===== src/verilog/asrf_regs.svh =====
// register indices, field positions and timing counts of the serial rate and flag block
// assumes a bus with word-aligned registers: byte address is four times the index
`ifndef ASRF_REGS_SVH
`define ASRF_REGS_SVH
`define ASRF_IDX_BAUD 6'h2b
`define ASRF_IDX_CTRL 6'h2d
`define ASRF_IDX_STAT 6'h2e
`define ASRF_IDX_DATA 6'h2f
`define ASRF_BAUD_CLR 7
`define ASRF_BAUD_PRE 4
`define ASRF_BAUD_CHK 3
`define ASRF_C_TIE 7
`define ASRF_C_TX_DONE_IRQ_ENABLE 6
`define ASRF_C_RIE 5
`define ASRF_C_LINE_QUIET_IRQ_ENABLE 4
`define ASRF_C_TE 3
`define ASRF_C_RE 2
`define ASRF_C_RWU 1
`define ASRF_C_SBK 0
`define ASRF_F_TX_HOLDING_EMPTY_FLAG 6
`define ASRF_F_TC 5
`define ASRF_F_RX_HOLDING_FULL_FLAG 4
`define ASRF_F_IDLE 3
`define ASRF_F_OR 2
`define ASRF_F_NF 1
`define ASRF_F_FE 0
`define ASRF_FLAG_RST 7'h60
`define ASRF_TX_MASK 7'h60
`define ASRF_RX_MASK 7'h1f
`define ASRF_PRE_T0 4'h0
`define ASRF_PRE_T1 4'h2
`define ASRF_PRE_T2 4'h3
`define ASRF_PRE_T3 4'hc
`define ASRF_RATE_ALL 7'h7f
`define ASRF_RT_LAST 4'hf
`define ASRF_SAMP_A 4'h7
`define ASRF_SAMP_B 4'h8
`define ASRF_SAMP_C 4'h9
`define ASRF_BIT_STOP 4'h9
`define ASRF_TX_LAST 4'h9
`define ASRF_CHAR_RT 8'h9f
`define ASRF_TX_IDLE_CHAR 10'h3ff
`endif


===== src/verilog/asrf_pkg.sv =====
// types shared by the serial rate and flag block
// assumes nothing beyond a SystemVerilog compiler
package asrf_pkg;
   typedef enum logic {TX_IDLE, TX_SEND} asrf_tx_state_t;
   typedef enum logic {RX_IDLE, RX_BITS} asrf_rx_state_t;
endpackage : asrf_pkg


===== src/verilog/asrf_flag.sv =====
// one sticky status flag: hardware sets, a clearing sequence clears
// assumes set and clear pulses from logic on the same clock
`timescale 1ns/1ps
`default_nettype none
module asrf_flag #(
   parameter logic RST_VAL = 1'b0
) (
   input wire logic clk_i,
   input wire logic rst_i,
   input wire logic set_i,
   input wire logic clr_i,
   output logic q_o
);
   import asrf_pkg::*;
   typedef struct packed {logic q;} asrf_flag_state_t;
   asrf_flag_state_t s;
   asrf_flag_state_t next_s;

   ////////////////////////////////////////////////////////////////////////////////
   // set beats clear so an event landing on the clear is kept
   always_comb begin
      next_s = s;
      if (set_i) begin
         next_s.q = 1'b1;
      end else if (clr_i) begin
         next_s.q = 1'b0;
      end
   end

   always_ff @(posedge clk_i) begin
      if (rst_i) begin
         s.q <= RST_VAL;
      end else begin
         s <= next_s;
      end
   end

   assign q_o = s.q;

   ////////////////////////////////////////////////////////////////////////////////
   AST_FLAG_SET: assert property (@(posedge clk_i) disable iff (rst_i)
      set_i |=> q_o) else $error("flag not set after set pulse");
   AST_FLAG_STICKY: assert property (@(posedge clk_i) disable iff (rst_i)
      (q_o && !clr_i) |=> q_o) else $error("flag dropped without clear");
endmodule : asrf_flag
`default_nettype wire


===== src/verilog/asrf_rate_gen.sv =====
// prescaler and binary divider giving the 16x sample tick and the bit tick
// assumes select inputs from registers on the same clock
`timescale 1ns/1ps
`default_nettype none
`include "asrf_regs.svh"
module asrf_rate_gen (
   input wire logic clk_i,
   input wire logic rst_i,
   input wire logic [1:0] prescale_i,
   input wire logic [2:0] rate_i,
   input wire logic clr_test_i,
   output logic rt_tick_o,
   output logic bit_tick_o
);
   import asrf_pkg::*;
   typedef struct packed {
      logic [3:0] pre_cnt;
      logic [6:0] bin_cnt;
      logic [3:0] rt_cnt;
   } asrf_rate_state_t;
   asrf_rate_state_t s;
   asrf_rate_state_t next_s;
   logic [3:0] term;
   logic [6:0] mask;
   logic pre_tick;

   ////////////////////////////////////////////////////////////////////////////////
   always_comb begin
      unique case (prescale_i)
         2'b00: term = `ASRF_PRE_T0;
         2'b01: term = `ASRF_PRE_T1;
         2'b10: term = `ASRF_PRE_T2;
         2'b11: term = `ASRF_PRE_T3;
      endcase
      // >= so a smaller prescale written mid-count never runs away
      pre_tick = (s.pre_cnt >= term);
      mask = ~(`ASRF_RATE_ALL << rate_i);
      rt_tick_o = pre_tick && ((s.bin_cnt & mask) == mask);
      bit_tick_o = rt_tick_o && (s.rt_cnt == `ASRF_RT_LAST);
      next_s = s;
      if (clr_test_i) begin
         next_s = '0;
      end else begin
         next_s.pre_cnt = pre_tick ? '0 : s.pre_cnt + 4'h1;
         if (pre_tick) begin
            next_s.bin_cnt = s.bin_cnt + 7'h01;
         end
         if (rt_tick_o) begin
            next_s.rt_cnt = s.rt_cnt + 4'h1;
         end
      end
   end

   always_ff @(posedge clk_i) begin
      if (rst_i) begin
         s <= '0;
      end else begin
         s <= next_s;
      end
   end

   ////////////////////////////////////////////////////////////////////////////////
   AST_DIV3_PERIOD: assert property (@(posedge clk_i) disable iff (rst_i)
      (pre_tick && prescale_i == 2'b01 && !clr_test_i) ##1
      (prescale_i == 2'b01 && !clr_test_i && !pre_tick)[*2] ##1
      (prescale_i == 2'b01 && !clr_test_i) |-> pre_tick)
      else $error("divide-by-3 prescale period wrong");
   AST_RATE_ONE: assert property (@(posedge clk_i) disable iff (rst_i)
      (rate_i == 3'h0) |-> (rt_tick_o == pre_tick))
      else $error("rate code 0 does not pass prescaler through");
   AST_BIT_SIXTEENTH: assert property (@(posedge clk_i) disable iff (rst_i)
      bit_tick_o |-> (rt_tick_o && s.rt_cnt == `ASRF_RT_LAST))
      else $error("bit tick not on every sixteenth sample tick");
endmodule : asrf_rate_gen
`default_nettype wire


===== src/verilog/asrf_serial_top.sv =====
// serial unit: rate registers, transmitter, receiver, status flags, one interrupt
// assumes a classic Wishbone master on clk_i and an asynchronous receive pin
//
// The Wishbone register port was decided locally.
`timescale 1ns/1ps
`default_nettype none
`include "asrf_regs.svh"
module asrf_serial_top (
   input wire logic clk_i,
   input wire logic rst_i,
   input wire logic wb_cyc_i,
   input wire logic wb_stb_i,
   input wire logic wb_we_i,
   input wire logic [7:0] wb_adr_i,
   input wire logic [3:0] wb_sel_i,
   input wire logic [31:0] wb_dat_i,
   output logic [31:0] wb_dat_o,
   output logic wb_ack_o,
   input wire logic rxd_i,
   output logic txd_o,
   output logic txd_oe_o,
   output logic irq_o
);
   import asrf_pkg::*;
   typedef struct packed {
      logic ack;
      logic [31:0] dat;
      logic irq;
      logic txd;
      logic txd_oe;
      logic [7:0] ctrl;
      logic clr_test;
      logic chk_test;
      logic [1:0] prescale;
      logic [2:0] rate;
      logic [6:0] arm;
      logic [7:0] hold;
      logic hold_full;
      logic preamble;
      asrf_tx_state_t tx_state;
      logic [9:0] tx_shift;
      logic [3:0] tx_cnt;
      logic tx_pin;
      asrf_rx_state_t rx_state;
      logic [3:0] rx_rt;
      logic [3:0] rx_bit;
      logic [1:0] samp;
      logic noise;
      logic [7:0] rx_shift;
      logic [7:0] rx_holding_register;
      logic [7:0] quiet;
      logic busy;
      logic rxd_m;
      logic rxd_s;
   } asrf_top_state_t;
   localparam logic [6:0] FLAG_RST = `ASRF_FLAG_RST;
   asrf_top_state_t s;
   asrf_top_state_t next_s;
   logic [6:0] flags;
   logic [6:0] flag_set;
   logic [6:0] flag_clr;
   logic rt_tick;
   logic bit_tick;
   logic req;
   logic wr;
   logic [5:0] idx;
   logic te;
   logic go;
   logic maj;
   logic noisy;
   logic [2:0] smp;

   ////////////////////////////////////////////////////////////////////////////////
   asrf_rate_gen u_rate (
      .clk_i(clk_i),
      .rst_i(rst_i),
      .prescale_i(s.prescale),
      .rate_i(s.rate),
      .clr_test_i(s.clr_test),
      .rt_tick_o(rt_tick),
      .bit_tick_o(bit_tick)
   );

   for (genvar i = 0; i < 7; i++) begin : g_flag
      asrf_flag #(.RST_VAL(FLAG_RST[i])) u_flag (
         .clk_i(clk_i),
         .rst_i(rst_i),
         .set_i(flag_set[i]),
         .clr_i(flag_clr[i]),
         .q_o(flags[i])
      );
   end

   ////////////////////////////////////////////////////////////////////////////////
   always_comb begin
      next_s = s;
      flag_set = '0;
      flag_clr = '0;
      go = 1'b0;
      smp = {s.samp, s.rxd_s};
      maj = (smp[2] & smp[1]) | (smp[2] & smp[0]) | (smp[1] & smp[0]);
      noisy = !((smp == 3'b000) || (smp == 3'b111));
      te = s.ctrl[`ASRF_C_TE];
      next_s.ack = 1'b0;
      next_s.rxd_m = rxd_i;
      next_s.rxd_s = s.rxd_m;
      req = wb_cyc_i & wb_stb_i & ~s.ack;
      wr = req & wb_we_i & wb_sel_i[0];
      idx = wb_adr_i[7:2];

      // transmitter, paced by the bit tick; reset is the only hard stop
      unique case (s.tx_state)
         TX_IDLE: begin
            if (bit_tick) begin
               if (te && s.preamble) begin
                  next_s.tx_shift = `ASRF_TX_IDLE_CHAR;
                  next_s.preamble = 1'b0;
                  go = 1'b1;
               end else if (te && s.ctrl[`ASRF_C_SBK]) begin
                  next_s.tx_shift = '0;
                  go = 1'b1;
               end else if (te && s.hold_full) begin
                  next_s.tx_shift = {1'b1, s.hold, 1'b0};
                  next_s.hold_full = 1'b0;
                  flag_set[`ASRF_F_TX_HOLDING_EMPTY_FLAG] = 1'b1;
                  go = 1'b1;
               end else if (!te) begin
                  next_s.tx_pin = 1'b0;
               end
            end
            if (go) begin
               next_s.tx_state = TX_SEND;
               next_s.tx_cnt = '0;
            end
         end
         TX_SEND: begin
            if (bit_tick) begin
               if (s.tx_cnt == `ASRF_TX_LAST) begin
                  next_s.tx_state = TX_IDLE;
                  if (!te) begin
                     flag_set = flag_set | `ASRF_TX_MASK;
                  end else if (!s.hold_full && !s.ctrl[`ASRF_C_SBK] && !s.preamble) begin
                     flag_set[`ASRF_F_TC] = 1'b1;
                  end
               end else begin
                  next_s.tx_shift = {1'b1, s.tx_shift[9:1]};
                  next_s.tx_cnt = s.tx_cnt + 4'h1;
               end
            end
         end
      endcase

      // receiver on the 16x tick; three middle samples vote
      if (!s.ctrl[`ASRF_C_RE]) begin
         next_s.rx_state = RX_IDLE;
         next_s.busy = 1'b0;
         next_s.quiet = '0;
      end else if (rt_tick) begin
         if (!s.rxd_s) begin
            next_s.quiet = '0;
            next_s.busy = 1'b1;
         end else if (s.quiet != `ASRF_CHAR_RT) begin
            next_s.quiet = s.quiet + 8'h01;
         end else if (s.busy) begin
            next_s.busy = 1'b0;
            flag_set[`ASRF_F_IDLE] = ~s.ctrl[`ASRF_C_RWU];
         end
         unique case (s.rx_state)
            RX_IDLE: begin
               if (!s.rxd_s) begin
                  next_s.rx_state = RX_BITS;
                  next_s.rx_rt = 4'h1;
                  next_s.rx_bit = '0;
                  next_s.noise = 1'b0;
               end
            end
            RX_BITS: begin
               next_s.rx_rt = s.rx_rt + 4'h1;
               if (s.rx_rt == `ASRF_RT_LAST) begin
                  next_s.rx_bit = s.rx_bit + 4'h1;
               end
               if ((s.rx_rt == `ASRF_SAMP_A) || (s.rx_rt == `ASRF_SAMP_B)) begin
                  next_s.samp = {s.samp[0], s.rxd_s};
               end
               if (s.rx_rt == `ASRF_SAMP_C) begin
                  next_s.noise = s.noise | noisy;
                  if (s.rx_bit == '0) begin
                     if (maj) begin
                        next_s.rx_state = RX_IDLE;
                     end
                  end else if (s.rx_bit != `ASRF_BIT_STOP) begin
                     next_s.rx_shift = {maj, s.rx_shift[7:1]};
                  end else begin
                     next_s.rx_state = RX_IDLE;
                     if (flags[`ASRF_F_RX_HOLDING_FULL_FLAG]) begin
                        flag_set[`ASRF_F_OR] = 1'b1;
                     end else begin
                        next_s.rx_holding_register = s.rx_shift;
                        flag_set[`ASRF_F_RX_HOLDING_FULL_FLAG] = 1'b1;
                        flag_set[`ASRF_F_FE] = ~maj;
                        flag_set[`ASRF_F_NF] = s.noise | noisy;
                     end
                  end
               end
            end
         endcase
      end

      // bus slave: one registered answer a clock after the request, unmapped reads zero, writes dropped
      if (req) begin
         next_s.ack = 1'b1;
         next_s.dat = '0;
         case (idx)
            `ASRF_IDX_BAUD: begin
               next_s.dat[7:0] = {s.clr_test, 1'b0, s.prescale, s.chk_test, s.rate};
               if (wr) begin
                  next_s.clr_test = wb_dat_i[`ASRF_BAUD_CLR];
                  next_s.prescale = wb_dat_i[`ASRF_BAUD_PRE+:2];
                  next_s.chk_test = wb_dat_i[`ASRF_BAUD_CHK];
                  next_s.rate = wb_dat_i[2:0];
               end
            end
            `ASRF_IDX_CTRL: begin
               next_s.dat[7:0] = s.ctrl;
               if (wr) begin
                  next_s.ctrl = wb_dat_i[7:0];
                  if (wb_dat_i[`ASRF_C_TE] && !te) begin
                     next_s.preamble = 1'b1;
                     next_s.tx_pin = 1'b1;
                     flag_set = flag_set | `ASRF_TX_MASK;
                  end else if (!wb_dat_i[`ASRF_C_TE] && te) begin
                     next_s.hold_full = 1'b0;
                     next_s.preamble = 1'b0;
                  end
               end
            end
            `ASRF_IDX_STAT: begin
               next_s.dat[7:0] = {flags, 1'b0};
               if (!wb_we_i) begin
                  next_s.arm = s.arm | flags;
               end
            end
            `ASRF_IDX_DATA: begin
               next_s.dat[7:0] = s.rx_holding_register;
               if (wr) begin
                  flag_clr = s.arm & `ASRF_TX_MASK;
                  next_s.arm = s.arm & ~`ASRF_TX_MASK;
                  if (te) begin
                     next_s.hold = wb_dat_i[7:0];
                     next_s.hold_full = 1'b1;
                  end
               end else if (!wb_we_i) begin
                  flag_clr = s.arm & `ASRF_RX_MASK;
                  next_s.arm = s.arm & ~`ASRF_RX_MASK;
               end
            end
            default: begin
            end
         endcase
      end

      // noise and framing never reach the request line
      next_s.irq = (s.ctrl[`ASRF_C_TIE] & flags[`ASRF_F_TX_HOLDING_EMPTY_FLAG])
         | (s.ctrl[`ASRF_C_TX_DONE_IRQ_ENABLE] & flags[`ASRF_F_TC])
         | (s.ctrl[`ASRF_C_RIE] & (flags[`ASRF_F_RX_HOLDING_FULL_FLAG] | flags[`ASRF_F_OR]))
         | (s.ctrl[`ASRF_C_LINE_QUIET_IRQ_ENABLE] & flags[`ASRF_F_IDLE]);
      next_s.txd_oe = next_s.tx_pin;
      next_s.txd = (next_s.tx_state == TX_SEND) ? next_s.tx_shift[0] : 1'b1;
   end

   ////////////////////////////////////////////////////////////////////////////////
   always_ff @(posedge clk_i) begin
      if (rst_i) begin
         s <= '0;
         s.rate <= s.rate;
         s.prescale <= 2'b00;
         s.txd <= 1'b1;
      end else begin
         s <= next_s;
      end
   end

   assign wb_dat_o = s.dat;
   assign wb_ack_o = s.ack;
   assign txd_o = s.txd;
   assign txd_oe_o = s.txd_oe;
   assign irq_o = s.irq;

   ////////////////////////////////////////////////////////////////////////////////
   AST_PRESCALE_RESET: assert property (@(posedge clk_i) disable iff (rst_i)
      $past(rst_i) |-> (s.prescale == 2'b00))
      else $error("prescale not cleared by reset");
   AST_RATE_KEPT: assert property (@(posedge clk_i)
      ((!rst_i && !(wr && idx == `ASRF_IDX_BAUD)) ##1 rst_i) |=> (s.rate == $past(s.rate, 2)))
      else $error("rate field changed by reset");
   AST_TE_RISE_FLAGS: assert property (@(posedge clk_i) disable iff (rst_i)
      (wr && idx == `ASRF_IDX_CTRL && wb_dat_i[`ASRF_C_TE] && !te)
      |=> (flags[`ASRF_F_TX_HOLDING_EMPTY_FLAG] && flags[`ASRF_F_TC] && s.tx_pin))
      else $error("enable did not set transmitter flags");
   AST_TX_HOLDING_EMPTY_FLAG_IRQ: assert property (@(posedge clk_i) disable iff (rst_i)
      (s.ctrl[`ASRF_C_TIE] && flags[`ASRF_F_TX_HOLDING_EMPTY_FLAG]) |=> irq_o)
      else $error("holding-empty interrupt missing");
   AST_TC_IRQ: assert property (@(posedge clk_i) disable iff (rst_i)
      (s.ctrl[`ASRF_C_TX_DONE_IRQ_ENABLE] && flags[`ASRF_F_TC]) |=> irq_o)
      else $error("complete interrupt missing");
   AST_RX_IRQ: assert property (@(posedge clk_i) disable iff (rst_i)
      (s.ctrl[`ASRF_C_RIE] && (flags[`ASRF_F_RX_HOLDING_FULL_FLAG] || flags[`ASRF_F_OR])) |=> irq_o)
      else $error("receiver interrupt missing");
   AST_IDLE_IRQ: assert property (@(posedge clk_i) disable iff (rst_i)
      (s.ctrl[`ASRF_C_LINE_QUIET_IRQ_ENABLE] && flags[`ASRF_F_IDLE]) |=> irq_o)
      else $error("idle interrupt missing");
   AST_NO_STRAY_IRQ: assert property (@(posedge clk_i) disable iff (rst_i)
      !((s.ctrl[`ASRF_C_TIE] && flags[`ASRF_F_TX_HOLDING_EMPTY_FLAG]) || (s.ctrl[`ASRF_C_TX_DONE_IRQ_ENABLE] && flags[`ASRF_F_TC])
      || (s.ctrl[`ASRF_C_RIE] && (flags[`ASRF_F_RX_HOLDING_FULL_FLAG] || flags[`ASRF_F_OR]))
      || (s.ctrl[`ASRF_C_LINE_QUIET_IRQ_ENABLE] && flags[`ASRF_F_IDLE])) |=> !irq_o)
      else $error("interrupt without enabled cause");
   AST_OVERRUN_KEEPS: assert property (@(posedge clk_i) disable iff (rst_i)
      flag_set[`ASRF_F_OR] |=> (flags[`ASRF_F_OR] && s.rx_holding_register == $past(s.rx_holding_register)))
      else $error("overrun disturbed held character");
   AST_PIN_ON_TICK: assert property (@(posedge clk_i) disable iff (rst_i)
      $fell(s.tx_pin) |-> ($past(bit_tick) && !$past(te)))
      else $error("pin released off the bit tick");
   AST_QUEUE_DROP: assert property (@(posedge clk_i) disable iff (rst_i)
      (wr && idx == `ASRF_IDX_CTRL && !wb_dat_i[`ASRF_C_TE] && te) |=> !s.hold_full)
      else $error("queued character survived disable");
endmodule : asrf_serial_top
`default_nettype wire


===== config.mk =====
export PLATFORM = sky130hd
export DESIGN_NAME = asrf_serial_top
export DESIGN_NICKNAME = d
export VERILOG_FILES = /design/src/verilog/asrf_pkg.sv /design/src/verilog/asrf_flag.sv /design/src/verilog/asrf_rate_gen.sv /design/src/verilog/asrf_serial_top.sv
export VERILOG_INCLUDE_DIRS = /design/src /design/src/verilog
export SDC_FILE = /design/constraint.sdc
export NUM_CORES = 1
export LEC_CHECK = 0
export ABC_CLOCK_PERIOD_IN_PS = 5700
export BUFFER_PORTS_ARGS = -buffer_cell sky130_fd_sc_hd__buf_2
export CAP_MARGIN = 10
export CORE_MARGIN = 4
export CORE_UTILIZATION = 60
export CTS_BUF_LIST = sky130_fd_sc_hd__clkbuf_4 sky130_fd_sc_hd__clkbuf_8
export DETAILED_ROUTE_END_ITERATION = 8
export PLACE_DENSITY = 0.83
export SYNTH_ARGS = -nofsm -noshare
export SYNTH_HDL_FRONTEND = slang
export SYNTH_HIERARCHICAL = 1
export SYNTH_SLANG_ARGS = --single-unit
export TNS_END_PERCENT = 100

===== constraint.sdc =====
create_clock -name clk_i -period 5.7 [get_ports clk_i]
set_input_delay 0.57 -clock clk_i [delete_from_list [all_inputs] [get_ports clk_i]]
set_output_delay 0.57 -clock clk_i [all_outputs]
set_load 0.02 [all_outputs]

# After elaboration in Yosys (flattened, before gate mapping)
# Cells that the tools add are included.
[classes]
n_eq_ne = 31
mux = 108
reduce_logical = 48
magnitude_cmp = 1
shift = 1
n_bitwise = 32
addsub = 7
[op_table]
columns = ["operator", "n"]
rows = [
  ["$mux 7", 11],
  ["$mux 1", 55],
  ["$mux 10", 4],
  ["$mux 9", 4],
  ["$mux 33", 1],
  ["$mux 8", 4],
  ["$pmux 8 s4", 1],
  ["$pmux 15 s2", 1],
  ["$reduce_and 4->1", 7],
  ["$eq 6x6->1 const B", 4],
  ["$add 4x1->4 const B", 5],
  ["$eq 4x4->1 const B", 5],
  ["$mux 5", 4],
  ["$ne 2x2->1 const B", 9],
  ["$pmux 9 s2", 1],
  ["$mux 17", 1],
  ["$mux 16", 1],
  ["$pmux 4 s4", 1],
  ["$mux 15", 1],
  ["$mux 14", 1],
  ["$pmux 7 s2", 1],
  ["$mux 2", 6],
  ["$mux 3", 4],
  ["$reduce_and 3->1", 4],
  ["other kinds (34)", 92],
]
[word_totals]
output_inout_bits = 36
word_cells = 268
regBits = 120

# Depth between registers and ports, before layout
[logic_depth]
depth_word = 20
mapped_depth = 14
depth_no_buf = 14

# By module
# The synthesis kept the hierarchy.
[modules_own_cells]
columns = ["mod", "area_each_um2", "cells_per_inst", "n_inst", "seq_area_each_um2"]
rows = [
  ["asrf_serial_top", 4805.9, 559, 1, 1991.9],
  ["asrf_rate_gen", 869.6, 97, 1, 300.3],
  ["asrf_flag at g_flag[0].u_flag ...", 38.8, 4, 5, 20.0],
  ["asrf_flag at g_flag[5].u_flag ...", 32.5, 4, 2, 20.0],
]

# Worst setup path before layout
# No wires, ideal clock.
[synth_timing]
path_kind = "register to register"
from = "reg s[75] in the netlist's numbering"
to = "reg s[44] in the netlist's numbering"
path_stages_with_launch = 14
n_path_buf = 1
arrival_time_ps = 2940
setup_slack_ps = 2695
path_cell_list = "dfxtp_1 -> inv_1 -> ha_1 -> ha_1 -> nand2b_4 -> a2111oi_4 -> nor3_4 -> and2_4 -> and4_1 -> and2_1 -> and2_1 -> clkbuf_1 -> a211o_1 -> nor2_1"
[synth_between]
elab_chain_len = 7
word_cells_on_any_way = 11
cone_classes = "order compare: 1; eq/ne: 3; mux: 4; reduce/logical: 3"
[synth_lines]
columns = ["item", "line_no", "rtl"]
rows = [
  ["start: declaration", "asrf_serial_top.sv:57", "asrf_top_state_t s;"],
  ["start signal: assignment", "asrf_serial_top.sv:279", "s <= next_s;"],
  ["$eq 2x2->1, or another cell as far along", "asrf_rate_gen.sv:29", "unique case (prescale_i)"],
  ["$pmux 4 s4 (*)", "asrf_rate_gen.sv:29", ""],
  ["$ge 4x4->1 (*)", "asrf_rate_gen.sv:36", "pre_tick = (s.pre_cnt >= term);"],
  ["$logic_and 1x1->1 (*)", "asrf_rate_gen.sv:38", "rt_tick_o = pre_tick && ((s.bin_cnt & mask) == mask);"],
  ["named net rt_tick", "asrf_serial_top.sv:62", "logic rt_tick;"],
  ["$logic_and 1x1->1 (*)", "asrf_rate_gen.sv:39", "bit_tick_o = rt_tick_o && (s.rt_cnt == `ASRF_RT_LAST);"],
  ["named net bit_tick", "asrf_serial_top.sv:63", "logic bit_tick;"],
  ["$mux 15 / $mux 10 (equally long branches)", "asrf_serial_top.sv:137, asrf_serial_top.sv:114", ""],
  ["$pmux 15 s2 (*)", "asrf_serial_top.sv:112", "unique case (s.tx_state)"],
]
# The timed path passes the listed nets; every way through them passes the cells marked *. The select of a mux whose other input is x is not followed.
# A chain may end at the register's enable or synchronous reset.

# Worst setup path in the final report
[layout_timing]
from = "reg s[75] in the netlist's numbering"
to = "reg s[47] in the netlist's numbering"
[layout_between]
elab_chain_len = 7
word_cells_on_any_way = 11
cone_classes = "order compare: 1; eq/ne: 5; mux: 1; reduce/logical: 4"
[layout_lines]
columns = ["item", "line_no"]
rows = [
  ["$eq 2x2->1, or another cell as far along", "asrf_rate_gen.sv:29"],
  ["$pmux 4 s4 (*)", "asrf_rate_gen.sv:29"],
  ["$ge 4x4->1 (*)", "asrf_rate_gen.sv:36"],
  ["$logic_and 1x1->1 (*)", "asrf_rate_gen.sv:38"],
  ["named net rt_tick", "asrf_serial_top.sv:62"],
  ["$logic_and 1x1->1 (*)", "asrf_rate_gen.sv:39"],
  ["named net bit_tick", "asrf_serial_top.sv:63"],
  ["$ne 2x2->1 (no source line) / $ne 2x1->1 (equally long branches)", "--"],
  ["$reduce_and 4->1 (no source line) (*)", "--"],
]
# The timed path passes the listed nets; every way through them passes the cells marked *.

==> metrics.txt <==
status finished clean; CP Data Required Time 6060 ps; cts hold-fix bufs 0; Tightest Pin Transition 841 ps; Reg area 2430 um^2; RR Endpoint s[47]; total number of vias 4760; top cells by area, synth dfxtp_1 (39%), mux2i_1 (5.9%), nand2_1 (4.8%), buf_4 (4.3%), nor2_1 (4.3%); EDFF count, synth 3; RD Place Congestion 0.868; buffer and inverter count on the worst path 1; largest net degree at the start of global routing 49; area of the mapped netlist 5930 um^2; share of cells above drive strength 1 0.128; ys async rst share 0; synth cell count leaders dfxtp_1 (117), nand2_1 (76), nor2_1 (68), a21oi_1 (37), mux2i_1 (35); DP HPWL 8850 um; Hold Path Class in -> reg; Layout area overhead 7.34%; critical hold path startpoint rxd_i; crit path capture type flip-flop; placed inst area 6010 um^2; CP max stage delay 720 ps; CTS H-Tree Depth 4; die area 11500 um^2; Period minus WS final 3680 ps; Hold Path Sink next_s[0]; area leader, netlist dfxtp_1; max-slew violation count 0; CTS Sinks 120; antenna-violating nets left 0; Chip Width 107 um; Min-Delay Path Depth 2; Final TNS setup 0 ps; DR vias/cell 5.63; RR Startpoint s[75]; CP dominant cell by count ha_1; clk buf depth 2; gr usage total 0.224; IO buf count 32; Synth cell types 74; Pwr per Cell Area 255 nW/um^2; clock-pin slew on the worst setup and hold paths 70 ps; class of the most critical setup path reg -> reg; Clk Latency, worst-skew pair 440 ps; reg-to-reg slack, setup 2020 ps; CTS-repair resized insts 0; Crit path max-delay family compound AO/OA/AOI/OAI gates; FMAX 272 MHz; kind of start point of the critical path flip-flop; CP arrival 4040 ps; Initial Util 0.613; RSZ-0062 raised after global routing false; FP Rows 36; Synth Instances 684; final instance area 6370 um^2; Core Region 9680 um^2; worst reg-to-reg path cell count 12; clk_skew 9.08 ps; clock root cell clkbuf_8; final WL 12500 um; io pins 86; die height 107 um; Seq cells post-synth 120; Filler cells 760; Yosys Warn Count 6; LEAKAGE 2.39 nW; most numerous cell in the Yosys netlist dfxtp_1; Post-CTS Setup Repair Bufs 0; CTS tree done; Yosys top cell area share 0.395; Ant. Diodes 0; routed len/inst 14.7 um; initial antenna violation count 1; Tcrit/Tclk final 0.645; # DRC 0; Finish-stage setup viols 0; area of the multi-input gates 3130 um^2; Num CTS Buffers 17; Total Power 1.62 mW; crit-path cells inv_1 > ha_1 > ha_1 > nand2b_4 > a2111oi_4 > nor3_4 > and2_4 > and4_1 > nand3b_1 > a2bb2oi_1 > nand2_1 > a31oi_1; DR iter-0 viols 341; VDD IR-drop max 0.197 mV; nets 768; Initial DRT Pass Iterations 6; max-cap violations 0; Worst slew margin 0.437; Syn Area/Cell 8.68 um^2; slowest CP cell a2bb2oi_1; first-pass GRT wire length 20600 um; Primary FF master, synth dfxtp_1; vias in the first global route 4445; Overflow after GRT 0; crit-path max FO 16; register area share after synthesis 0.410; Hold Fails Final Rpt 0
-- placed cells by master, fill, tap and decap left out, drive strengths merged, types with 18 or more instances in the layout --
cell / count
buf: 34
inv: 29
conb: 24
nor2: 68
o21ai: 26
nand2: 76
dfxtp: 117
nand3: 20
mux2i: 35
a21oi: 42
ha: 18
-- worst max-delay path by stage --
stage                     start    end  slack, ps  cells after the start
after floorplan           s[75]  s[44]       2690                     13
after global placement    s[75]  s[50]       2130                     12
after detailed placement  s[75]  s[47]       2060                     12
after CTS                 s[75]  s[47]       2020                     12
after global routing      s[75]  s[51]       1710                     12
final                     s[75]  s[47]       2020                     12
-- worst register-to-register path, delay by kind of cell, from the launching register on --
family | cells | cell delay, ps
AOI/OAI and AO/OA | 3 | 1530
and+or+nand+nor | 6 | 1120
adders and majority gates | 2 | 460
DFF | 1 | 430
buffers and inverters | 1 | 70
-- registers in the layout, indices dropped and copies added, names as in the netlist --
name               cells
wb_dat_o               8
txd_o                  1
irq_o                  1
u_rate/s              15
next_s                 1
s                     86
g_flag.u_flag/q_o      7
wb_ack_o               1
-- power breakdown --
group	leakage, nW	total, mW	switching, mW	internal [mW]
Combinational	1.25	0.0730	0.0535	0.0195
Clock	0.171	0.699	0.357	0.342
Sequential	0.970	0.849	0.00437	0.845
Total	2.39	1.62	0.415	1.21
-- routing by layer --
| layer | share of wire | global-route usage |
|---|---|---|
| met5 | 0.00064 | 0 |
| met4 | 0.019 | 0.0884 |
| met3 | 0.060 | 0.0636 |
| met2 | 0.50 | 0.380 |
| met1 | 0.42 | 0.269 |
-- through the flow --
step	setup slack (ps)	hold WS, ps	utilization	std cells
after floorplan	2690	414	-	707
after global placement	2130	423	0.620	814
after detailed placement	2060	438	0.620	814
after CTS	2020	329	0.658	846
after global routing	1710	328	0.658	846
final	2020	348	0.658	846
-- cell families after synthesis --
family / after synthesis / share of synthesized area
multiplexers: 37 / 0.0628
adder cells (fa/ha/maj): 19 / 0.0396
AND/OR/NAND/NOR: 277 / 0.244
buffers and inverters: 88 / 0.0786
flip-flops: 120 / 0.410
other: 1 / 0.000632
AO/OA/AOI/OAI: 128 / 0.143
XOR/XNOR: 14 / 0.0207
-- cell type report --
type	instances	area share
tap	133	0.0261
multi-input combinational	499	0.491
inverter	28	0.0165
sequential	120	0.382
clock buffer	17	0.0367
clock inverter	15	0.0202
timing repair buffer	34	0.0275
Note: power is estimated with default switching activity, not from simulation.
